<file path="config.mk">
export PLATFORM = sky130hd
export DESIGN_NAME = sdt_trigger_ctrl
export DESIGN_NICKNAME = d
export VERILOG_FILES = /design/src/hw/sdt_pkg.sv /design/src/hw/sdt_delay_if.sv /design/src/hw/sdt_delay.sv /design/src/hw/sdt_trigger_ctrl.sv
export SDC_FILE = /design/constraint.sdc
export NUM_CORES = 1
export LEC_CHECK = 0
export BUFFER_PORTS_ARGS = -buffer_cell sky130_fd_sc_hd__buf_4
export CAP_MARGIN = 30
export CORE_AREA = 2 2 89 91
export DETAILED_ROUTE_END_ITERATION = 6
export DIE_AREA = 0 0 91 93
export PLACE_DENSITY = 0.78
export SLEW_MARGIN = 0
export SYNTH_ARGS = -nofsm -noshare
export SYNTH_HDL_FRONTEND = slang
export SYNTH_SLANG_ARGS = --single-unit
export TNS_END_PERCENT = 10
</file>
<file path="constraint.sdc">
create_clock -name CLK -period 4.7 [get_ports CLK]
set_input_delay 0.47 -clock CLK [delete_from_list [all_inputs] [get_ports CLK]]
set_output_delay 0.47 -clock CLK [all_outputs]
set_load 0.01 [all_outputs]
</file>
<file path="src/hw/sdt_pkg.sv">
package sdt_pkg;
    // bus geometry
    localparam int ADDR_W = 12;
    localparam int DATA_W = 32;

    // number of trigger contributors feeding the or-trees
    localparam int N_SOC_ANALYZERS = 4;
    localparam int N_ELEMENTS = 4;

    // register byte offsets
    localparam logic [ADDR_W-1:0] OFS_CTRL = 12'h000;
    localparam logic [ADDR_W-1:0] OFS_INT_STAT = 12'h004;
    localparam logic [ADDR_W-1:0] OFS_INT_MASK = 12'h008;

    // scan_debug_control field positions
    localparam int BIT_MASTER_EN = 0;
    localparam int BIT_SUBSYS_INC = 1;
    localparam int BIT_C0_INC = 2;
    localparam int BIT_C1_INC = 3;
    localparam int BIT_CL_STOP = 4;
    localparam int BIT_SOC_STOP = 5;
    localparam int BIT_SOFT_INC = 6;
    localparam int BIT_SOFT_FIRE = 7;
    localparam int BIT_MODE = 8;
    localparam int BIT_OUT0 = 9;
    localparam int RSV_LSB = 10;
    localparam int RSV_W = 6;
    localparam int WAIT_LSB = 16;
    localparam int WAIT_W = 16;

    // interrupt status / mask layout
    localparam int IRQ_W = 2;
    localparam int IRQ_DUMP = 0;
    localparam int IRQ_SOFT = 1;

    // reset values
    localparam logic [WAIT_W-1:0] WAIT_RST = 16'h0000;
    localparam logic [IRQ_W-1:0] IRQ_RST = 2'h0;
    localparam logic [DATA_W-1:0] RDATA_RST = 32'h0000_0000;

    // manual trigger delay sequencer states
    typedef enum logic {DLY_IDLE, DLY_COUNT} sdt_dly_state_t;

    // true when the bus address selects the given register word
    function automatic logic sdt_hit(logic [ADDR_W-1:0] addr, logic [ADDR_W-1:0] ofs);
        return addr == ofs;
    endfunction : sdt_hit
endpackage : sdt_pkg

</file>
<file path="src/hw/sdt_delay_if.sv">
interface sdt_delay_if;
    import sdt_pkg::*;
    logic start;
    logic [WAIT_W-1:0] wait_count;
    logic busy;
    logic done;

    modport ctl (output start, output wait_count, input busy, input done);
    modport tmr (input start, input wait_count, output busy, output done);
endinterface : sdt_delay_if

</file>
<file path="src/hw/sdt_delay.sv">
module sdt_delay (
    input wire logic clk,
    input wire logic rst_b,
    input wire logic ce,
    input wire logic ref_tick,
    sdt_delay_if.tmr dly
);
    import sdt_pkg::*;

    sdt_dly_state_t state_ff;
    logic [WAIT_W-1:0] cnt_ff;
    logic done_ff;

    // load on start, count reference ticks, pulse done when the count is spent
    always_ff @(posedge clk or negedge rst_b) begin
        if (!rst_b) begin
            state_ff <= DLY_IDLE;
            cnt_ff <= WAIT_RST;
            done_ff <= 1'b0;
        end else if (ce) begin
            done_ff <= 1'b0;
            unique case (state_ff)
                DLY_IDLE: begin
                    if (dly.start) begin
                        cnt_ff <= dly.wait_count;
                        state_ff <= DLY_COUNT;
                    end
                end
                DLY_COUNT: begin
                    if (cnt_ff == WAIT_RST) begin
                        done_ff <= 1'b1;
                        state_ff <= DLY_IDLE;
                    end else if (ref_tick) begin
                        cnt_ff <= cnt_ff - 16'h0001;
                    end
                end
            endcase
        end
    end

    assign dly.busy = (state_ff == DLY_COUNT);
    assign dly.done = done_ff;
endmodule : sdt_delay

</file>
<file path="src/hw/sdt_trigger_ctrl.sv">
// Summary of operation
// - sixteen-bit reference-tick delay before manual dump
// - status bits nine, eight, five, four ignore writes
// - bit nine shows or of analyzer outputs
// - bit eight sticky once debug mode entered
// - writing one fires dump only when included
// - bit six includes software trigger as source
// - bit five shows or of soc stop triggers
// - bit four shows or of cluster stops
// - bit three includes cluster one halt event
// - bit two includes cluster zero halt event
// - bit one includes subsystem reset requests
// - no debug mode while master enable clear
// - bits fifteen to ten read zero
//
// Decided for this implementation: register access over APB and the address map.
module sdt_trigger_ctrl (
    input wire logic CLK,
    input wire logic RST_B,
    input wire logic CE,
    input wire logic PSEL,
    input wire logic PENABLE,
    input wire logic PWRITE,
    input wire logic [sdt_pkg::ADDR_W-1:0] PADDR,
    input wire logic [sdt_pkg::DATA_W-1:0] PWDATA,
    output logic [sdt_pkg::DATA_W-1:0] PRDATA,
    output logic PREADY,
    output logic PSLVERR,
    input wire logic [sdt_pkg::N_SOC_ANALYZERS-1:0] ANALYZER_OUT0,
    input wire logic [sdt_pkg::N_SOC_ANALYZERS-1:0] SOC_ANALYZER_STOP,
    input wire logic CLUSTER0_ANALYZER_STOP,
    input wire logic CLUSTER1_ANALYZER_STOP,
    input wire logic [sdt_pkg::N_ELEMENTS-1:0] CLUSTER0_HALT,
    input wire logic [sdt_pkg::N_ELEMENTS-1:0] CLUSTER1_HALT,
    input wire logic MGMT_RESET_REQ,
    input wire logic SYSCTL_RESET_REQ,
    input wire logic REF_TICK,
    output logic SCAN_DUMP_START,
    output logic SCAN_DEBUG_MODE,
    output logic IRQ
);
    import sdt_pkg::*;

    // control fields written by software
    logic en_ff;
    logic subsys_inc_ff;
    logic c0_inc_ff;
    logic c1_inc_ff;
    logic soft_inc_ff;
    logic [WAIT_W-1:0] wait_ff;

    // observed state
    logic out0_ff;
    logic soc_stop_ff;
    logic cl_stop_ff;
    logic mode_ff;
    logic start_ff;

    // bus answer and interrupt state
    logic pready_ff;
    logic pslverr_ff;
    logic [DATA_W-1:0] prdata_ff;
    logic [IRQ_W-1:0] stat_ff;
    logic [IRQ_W-1:0] mask_ff;
    logic irq_ff;

    logic acc;
    logic commit;
    logic wr;
    logic hit_ctrl;
    logic hit_stat;
    logic hit_mask;
    logic mapped;
    logic soc_out0_any;
    logic soc_stop_any;
    logic cl_stop_any;
    logic c0_halt_any;
    logic c1_halt_any;
    logic subsys_req_any;
    logic soft_src;
    logic any_src;
    logic nxt_start;
    logic [DATA_W-1:0] ctrl_view;
    logic [DATA_W-1:0] nxt_rdata;
    logic [IRQ_W-1:0] ev;
    logic irq_any;

    sdt_delay_if dly_if ();

    sdt_delay u_delay (
        .clk (CLK),
        .rst_b (RST_B),
        .ce (CE),
        .ref_tick (REF_TICK),
        .dly (dly_if.tmr)
    );

    // one wait state: pready rises in the second access cycle, and the
    // transfer commits at the edge that samples it high
    assign acc = PSEL & PENABLE;
    assign commit = acc & pready_ff;
    assign wr = commit & PWRITE;
    assign hit_ctrl = sdt_hit(PADDR, OFS_CTRL);
    assign hit_stat = sdt_hit(PADDR, OFS_INT_STAT);
    assign hit_mask = sdt_hit(PADDR, OFS_INT_MASK);
    assign mapped = hit_ctrl | hit_stat | hit_mask;

    // trigger or-trees
    assign soc_out0_any = |ANALYZER_OUT0;
    assign soc_stop_any = |SOC_ANALYZER_STOP;
    assign cl_stop_any = CLUSTER0_ANALYZER_STOP | CLUSTER1_ANALYZER_STOP;
    assign c0_halt_any = |CLUSTER0_HALT;
    assign c1_halt_any = |CLUSTER1_HALT;
    assign subsys_req_any = MGMT_RESET_REQ | SYSCTL_RESET_REQ;

    // a manual fire is accepted only with inclusion set in the same write;
    // a second fire while one is counting is dropped rather than restarting
    assign dly_if.start = wr & hit_ctrl & PWDATA[BIT_SOFT_FIRE]
        & PWDATA[BIT_SOFT_INC] & ~dly_if.busy;
    assign dly_if.wait_count = PWDATA[WAIT_LSB +: WAIT_W];

    // gather every included source into one decision
    assign soft_src = dly_if.done & soft_inc_ff;
    assign any_src = soc_stop_ff | cl_stop_ff
        | (c0_inc_ff & c0_halt_any)
        | (c1_inc_ff & c1_halt_any)
        | (subsys_inc_ff & subsys_req_any)
        | soft_src;
    assign nxt_start = en_ff & any_src & ~mode_ff;

    // control register; read-only fields are not written here
    always_ff @(posedge CLK or negedge RST_B) begin
        if (!RST_B) begin
            en_ff <= 1'b0;
            subsys_inc_ff <= 1'b0;
            c0_inc_ff <= 1'b0;
            c1_inc_ff <= 1'b0;
            soft_inc_ff <= 1'b0;
            wait_ff <= WAIT_RST;
        end else if (CE && wr && hit_ctrl) begin
            en_ff <= PWDATA[BIT_MASTER_EN];
            subsys_inc_ff <= PWDATA[BIT_SUBSYS_INC];
            c0_inc_ff <= PWDATA[BIT_C0_INC];
            c1_inc_ff <= PWDATA[BIT_C1_INC];
            soft_inc_ff <= PWDATA[BIT_SOFT_INC];
            wait_ff <= PWDATA[WAIT_LSB +: WAIT_W];
        end
    end

    // registered source views, one cycle behind the pins
    always_ff @(posedge CLK or negedge RST_B) begin
        if (!RST_B) begin
            out0_ff <= 1'b0;
            soc_stop_ff <= 1'b0;
            cl_stop_ff <= 1'b0;
        end else if (CE) begin
            out0_ff <= soc_out0_any;
            soc_stop_ff <= soc_stop_any;
            cl_stop_ff <= cl_stop_any;
        end
    end

    // dump start pulse and sticky mode; only reset leaves debug mode
    always_ff @(posedge CLK or negedge RST_B) begin
        if (!RST_B) begin
            start_ff <= 1'b0;
            mode_ff <= 1'b0;
        end else if (CE) begin
            start_ff <= nxt_start;
            mode_ff <= mode_ff | nxt_start;
        end
    end

    // interrupt events: set wins over a same-cycle write-one clear
    assign ev[IRQ_DUMP] = nxt_start;
    assign ev[IRQ_SOFT] = dly_if.done;
    // any unmasked status bit; the output flop adds one cycle of lag
    assign irq_any = |(stat_ff & mask_ff);

    always_ff @(posedge CLK or negedge RST_B) begin
        if (!RST_B) begin
            stat_ff <= IRQ_RST;
            mask_ff <= IRQ_RST;
            irq_ff <= 1'b0;
        end else if (CE) begin
            if (wr && hit_stat) begin
                stat_ff <= (stat_ff & ~PWDATA[IRQ_W-1:0]) | ev;
            end else begin
                stat_ff <= stat_ff | ev;
            end
            if (wr && hit_mask) begin
                mask_ff <= PWDATA[IRQ_W-1:0];
            end
            irq_ff <= irq_any;
        end
    end

    // read view of the control register; bit seven reads a pending fire
    always_comb begin
        ctrl_view = RDATA_RST;
        ctrl_view[WAIT_LSB +: WAIT_W] = wait_ff;
        ctrl_view[BIT_OUT0] = out0_ff;
        ctrl_view[BIT_MODE] = mode_ff;
        ctrl_view[BIT_SOFT_FIRE] = dly_if.busy;
        ctrl_view[BIT_SOFT_INC] = soft_inc_ff;
        ctrl_view[BIT_SOC_STOP] = soc_stop_ff;
        ctrl_view[BIT_CL_STOP] = cl_stop_ff;
        ctrl_view[BIT_C1_INC] = c1_inc_ff;
        ctrl_view[BIT_C0_INC] = c0_inc_ff;
        ctrl_view[BIT_SUBSYS_INC] = subsys_inc_ff;
        ctrl_view[BIT_MASTER_EN] = en_ff;
    end

    // read mux; reserved bits stay at the zero default
    always_comb begin
        nxt_rdata = RDATA_RST;
        if (hit_ctrl) begin
            nxt_rdata = ctrl_view;
        end else if (hit_stat) begin
            nxt_rdata[IRQ_W-1:0] = stat_ff;
        end else if (hit_mask) begin
            nxt_rdata[IRQ_W-1:0] = mask_ff;
        end
    end

    // bus answer: ready pulses one cycle per transfer, error on unmapped
    always_ff @(posedge CLK or negedge RST_B) begin
        if (!RST_B) begin
            pready_ff <= 1'b0;
            pslverr_ff <= 1'b0;
            prdata_ff <= RDATA_RST;
        end else if (CE) begin
            pready_ff <= acc & ~pready_ff;
            pslverr_ff <= acc & ~pready_ff & ~mapped;
            if (acc && !pready_ff && !PWRITE) begin
                prdata_ff <= nxt_rdata;
            end
        end
    end

    assign PREADY = pready_ff;
    assign PSLVERR = pslverr_ff;
    assign PRDATA = prdata_ff;
    assign SCAN_DUMP_START = start_ff;
    assign SCAN_DEBUG_MODE = mode_ff;
    assign IRQ = irq_ff;
endmodule : sdt_trigger_ctrl

</file>
* After elaboration in Yosys (flattened, before gate mapping)
Index checks and enable logic that the tools add are counted.
** Storage, ports and cells
- Output and inout port bits :: 37
- Register bits :: 83
- RAM bits :: 0
- Bits in read-only memories :: 0
- Logic and storage cells :: 92
- Input bits :: 71
- Latch bits :: 0
- Memories kept :: 0
** Operators by class
- Mux-type cells :: 14
- Reductions and logical operators :: 18
- Divide/modulo/power cells :: 0
- Order comparisons :: 0
- Bitwise operators :: 34
- Shift operators :: 0
- Add/subtract/negate cells :: 1
- Multipliers :: 0
- Equal/unequal tests :: 5
** Operators with widths (count)
- two-way mux 16 bit :: 3
- one-hot mux 16 bit (2 select lines) :: 1
- two-way mux 30 bit :: 1
- logical NOT 16 bit :: 1
- OR reduction 4 bit :: 4
- subtractor 16 x 1 -> 16 bit (second input constant) :: 1
- AND 1 bit :: 15
- equality test 12 x 3 -> 1 bit (second input constant) :: 1
- equality test 12 x 4 -> 1 bit (second input constant) :: 1
- logical NOT 12 bit :: 1
- bitwise OR 1 bit :: 10
- two-way mux 2 bit :: 4
- logical AND 1 bit :: 6
- != test 2 bit (second input constant) :: 3
- AND 2 bit :: 2
- two-way mux 1 bit :: 4
- inverter 1 bit :: 4
- bitwise OR 2 bit :: 2
- AND reduction 2 bit :: 2
- AND reduction 4 bit :: 1
- logical NOT 1 bit :: 2
- inverter 2 bit :: 1
- one-hot mux 1 bit (2 select lines) :: 1
- OR reduction 2 bit :: 1

* Logic depth before layout (Yosys ltp)
- Depth in word-level cells :: 10
- Mapped depth :: 8
- Gate-level depth less buffers :: 7

* Cells and area by module
Synthesis repeated with hierarchy kept, for this count alone.
** Second synthesis, totals
- Cells, all modules :: 322
- Area, all modules :: 3651.0 µm²
** By module, submodules not included
- sdt_trigger_ctrl :: area each 2418.6 µm², cells an instance 178, times used 1, seq. area each 1476.4 µm²
- sdt_delay :: area each 1232.4 µm², cells an instance 144, times used 1, seq. area each 450.4 µm²

* Worst setup path before layout
OpenSTA, ideal clock, no wires.
- Path type :: flip-flop to flip-flop
- From :: register u_delay.cnt_ff[0]
- To :: register u_delay.cnt_ff[12]
- Setup time :: 84 ps
- Cell stages (with the launch flop) :: 9
- Arrival time :: 1888 ps
- Path slack :: 2728 ps
- Data required time :: 4616 ps
- Path buffers :: 1
- Clock period less this slack :: 1972 ps
- Path through :: dfrtp_1 > inv_1 > ha_1 > or3b_1 > clkbuf_1 > o41ai_2 > o21ai_1 > a211o_1 > a41oi_2
** On the way
- Cells in the longest elaborated chain, start to end :: 4
- Elaborated cells on any way between the ends :: 7
- Those cells by class :: add/sub: 1; eq/ne: 1; mux: 3; reduce/logical: 2
** RTL lines
- start, declared :: line sdt_delay.sv:11 : logic [WAIT_W-1:0] cnt_ff;
- start signal, assigned :: line sdt_delay.sv:25 : cnt_ff <= dly.wait_count;
- start signal, assigned :: line sdt_delay.sv:34 : cnt_ff <= cnt_ff - 16'h0001;
- subtractor 16 x 1 -> 16 bit :: line sdt_delay.sv:34
- two-way mux 16 bit :: line sdt_delay.sv:33 : end else if (ref_tick) begin
- two-way mux 16 bit :: line sdt_delay.sv:30 : if (cnt_ff == WAIT_RST) begin
- one-hot mux 16 bit (2 select lines) :: line sdt_delay.sv:22 : unique case (state_ff)
Parallel ways exist; a longest one is shown, timed or not. The select of a mux whose other input is x is not followed.
A chain may end at the register's enable or synchronous reset.

* Worst setup path after layout
- From :: register u_delay.state_ff (netlist: u_delay.dly.busy)
- To :: register u_delay.cnt_ff[7]
** On the way
- Cells in the longest elaborated chain, start to end :: 4
- Elaborated cells on any way between the ends :: 7
- Those cells by class :: eq/ne: 3; mux: 1; bitwise: 2; reduce/logical: 1
** RTL lines
- start, declared :: line sdt_delay.sv:10 : sdt_dly_state_t state_ff;
- start signal, assigned :: line sdt_delay.sv:17 : state_ff <= DLY_IDLE;
- start signal, assigned :: line sdt_delay.sv:26 : state_ff <= DLY_COUNT;
- start signal, assigned :: line sdt_delay.sv:32 : state_ff <= DLY_IDLE;
- inverter 1 bit :: line sdt_delay.sv:22, sdt_trigger_ctrl.sv:119
- AND 1 bit :: line sdt_trigger_ctrl.sv:119 : & PWDATA[BIT_SOFT_INC] & ~dly_if.busy;
- != test 2 bit (no source line)
- AND reduction 4 bit (no source line)
Parallel ways exist; a longest one is shown, timed or not.

==> results.md <==
* Wire length per cell at 16.9 um
* Worst-Skew Late Latency at 0.36 ns
* Final wirelength at 8880 um
* Peak supply drop at 0.000125 V
* Setup violators final at 0
* Ant diodes at 0
* Pwr/cell area at 267 nW/um2
* EDFF count, synth at 0
* CP endpoint kind: register
* Crit path capture: u_delay.cnt_ff[7]
* DRT antenna net count at 0
* Site Rows at 32
* Cell Area, Synth at 3680 um2
* Largest net degree at the start of global routing at 78
* FF-to-FF path depth at 4
* Hold Crit Class: primary input to register
* Static Leak at 2.20 nW
* Post-CTS Resized at 0
* RSZ-0062 raised after global routing: no
* R2r setup slk at 1.99 ns
* Crit Reg-Reg Endpoint: u_delay.cnt_ff[7]
* Clock tree from TritonCTS: yes
* Clk slew on worst S/H paths at 0.09 ns
* Status: finished, final reports clean
* Share of cells above drive strength 1 at 34.9%
* Die area at 8460 um2
* Fmax at 0.369 GHz
* Clock skew at 0.0136 ns
* Port Buffers at 91
* Number of library cell types mapped by synthesis at 62
* Most common cell after layout, fill and taps aside: buf_4
* Yosys warns at 0
* Die X-Extent at 91 um
* FF-to-FF Start: u_delay.dly.busy
* Post-CTS Setup Bufs at 0
* MaxCap Viol Count at 0
* Height of the chip at 93 um
* Switching Share at 26.0%
* NumNets Final at 492
* Critical path class: register to register
* Area grow syn2layout at 25.9%
* # clock sinks at 77
* Internal power at 0.915 mW
* Sum of negative setup slack at 0 ns
* Slew @ Worst Pin at 0.941 ns
* P_sw at 0.322 mW
* Hold Violations, Final at 0
* Drt drc at 0
* Clock period minus worst slack at 2.71 ns
* Final GP Congestion at 0.921
* Seq pwr share at 54.1%
* Total power at 1.24 mW
* CP startpoint: u_delay.dly.busy
* Register area share after synthesis at 52.4%
* Slew Limit Fails at 0
* Gate power share at 7.1%
* Fillers at 599
* Seq cells post-synth at 77
* Worst slew margin at 37.3%
* Mean post-synth cell area at 11.1 um2
* Vias in the first global route at 3003
* DR vias at 3031
* Post-route clock period utilization at 57.7%
* TritonCTS buffer count at 9
* 1st-iter DRT viols at 186
* First-pass GRT wire length at 14500 um
* Primary FF master, synth: dfrtp_1
* Async SR Flop Fraction at 100%
* Crit path launch type: register
* WP data arrival at 2.97 ns
* Core area at 7530 um2
* CP required at 4.95 ns
* Drt via density at 5.76
* Bufs on Longest Clock Path at 2
* Post-DP HPWL at 6320 um
* DRT Pass-1 Iters at 4
* Crit-path max FO at 31
* Initial Util at 48.9%
* I/O pins at 108
* Worst hold slack at 0.335 ns
* Initial antenna violation count at 0
* H-Tree Level Count at 3
* Mapped Cells at 331
* All-Layer GR Usage at 21.7%
* Clock Root Buffer: clkbuf_8
* Clk pwr share at 38.9%
* Leading cell types in the layout, fill and taps excluded: 92 x buf_4, 77 x dfrtp_1, 25 x a22o_1, 20 x mux2_2, 19 x nand2_1
* GRT overflow at 0
[stage by stage]
step	worst slack (ns)	area (um2)	utilization, %	cells
floorplan	2.73	3700	-	336
global placement	1.84	4380	58.1	507
detailed placement	2.05	4400	58.5	508
CTS	2.07	4590	61.0	524
global route	1.87	4630	61.5	526
finish	1.99	4630	61.5	526
[registers in the layout, summed over array words and instances, names as in the netlist, 2 cells and up]
signal / count
stat_ff: 2
PRDATA: 26
wait_ff: 16
mask_ff: 2
u_delay.cnt_ff: 16
[area by class of cell]
| cell class | instances | area [um2] | share of cell area, % |
|---|---|---|---|
| Clock buffer | 9 | 124 | 2.68 |
| Clock inverter | 7 | 63.8 | 1.38 |
| Inverter | 11 | 41.3 | 0.892 |
| Multi-Input combinational cell | 225 | 1590 | 34.4 |
| Sequential cell | 77 | 1930 | 41.6 |
| Tap cell | 102 | 128 | 2.76 |
| Timing Repair Buffer | 95 | 756 | 16.3 |
[Yosys cell counts, drive strengths merged (4+ instances only)]
master   n  area share, %
o21ai   15            2.0
a21oi   17            2.3
or3      4           0.71
mux2    21            6.4
nand4    5            1.0
inv     11            1.1
dfrtp   77             52
buf     12            2.3
a31oi    6            1.0
or2      8            1.4
or4      4           0.82
nor3     9            1.4
clkbuf  11            1.4
a22o    25            6.0
nand2   19            1.9
nor4     9            2.3
o31ai    4           0.82
nand3    9            1.2
nor2    18            2.1
mux2i    5            1.4
[logic make-up (layout without fill, tap and decap cells)]
kind of cell / after synthesis / in the layout / share of synthesized area (%)
fa+ha+maj: 2 / 2 / 0.680
simple gates: 97 / 97 / 15.5
flops: 77 / 77 / 52.4
other cells: 1 / 6 / 0.102
mux: 26 / 26 / 7.79
buf+inv: 34 / 122 / 4.87
compound gates: 94 / 94 / 18.7
[power by group through the flow]
stage	Clock, mW	Combinational [mW]	Sequential [mW]
2_1_floorplan	0	0.0218	0.682
3_3_place_gp	0	0.0822	0.681
3_5_place_dp	0	0.0849	0.682
4_1_cts	0.492	0.0852	0.668
5_1_grt	0.513	0.0960	0.669
6_report	0.481	0.0875	0.669
[repair_timing]
item,in CTS,in global routing
endpoints found under the setup margin,0,0
hold endpoints to repair,0,1
hold buffers,0,1
[metal layers]
layer,vias up,wire [um],global-route usage (%),part of all wire (%)
met2,126,4440,36.7,50
li1,1416,-,-,-
met4,0,168,10.9,1.9
met3,13,604,4.67,6.8
met1,1476,3660,26.5,41
met5,-,0,0,0
[worst max-delay path, stage by stage, from the launching register on]
cell and delay [ns]:
dfrtp_1 0.74, or3_1 0.59, o21ai_1 0.73, nand2_1 0.28
a21o_2 0.27
[worst min path at each step]
stage / cells past startpoint / slack, ns / to / from
2_1_floorplan: 0 / 0.17 / IRQ / RST_B
3_3_place_gp: 2 / 0.46 / PRDATA[0] / PRDATA[0]
3_5_place_dp: 2 / 0.47 / PRDATA[1] / PRDATA[1]
4_1_cts: 1 / 0.29 / SCAN_DUMP_START / RST_B
5_1_grt: 2 / 0.33 / c1_inc_ff / PWDATA[3]
6_report: 2 / 0.33 / c1_inc_ff / PWDATA[3]
Power figures use the tool's default switching activity.
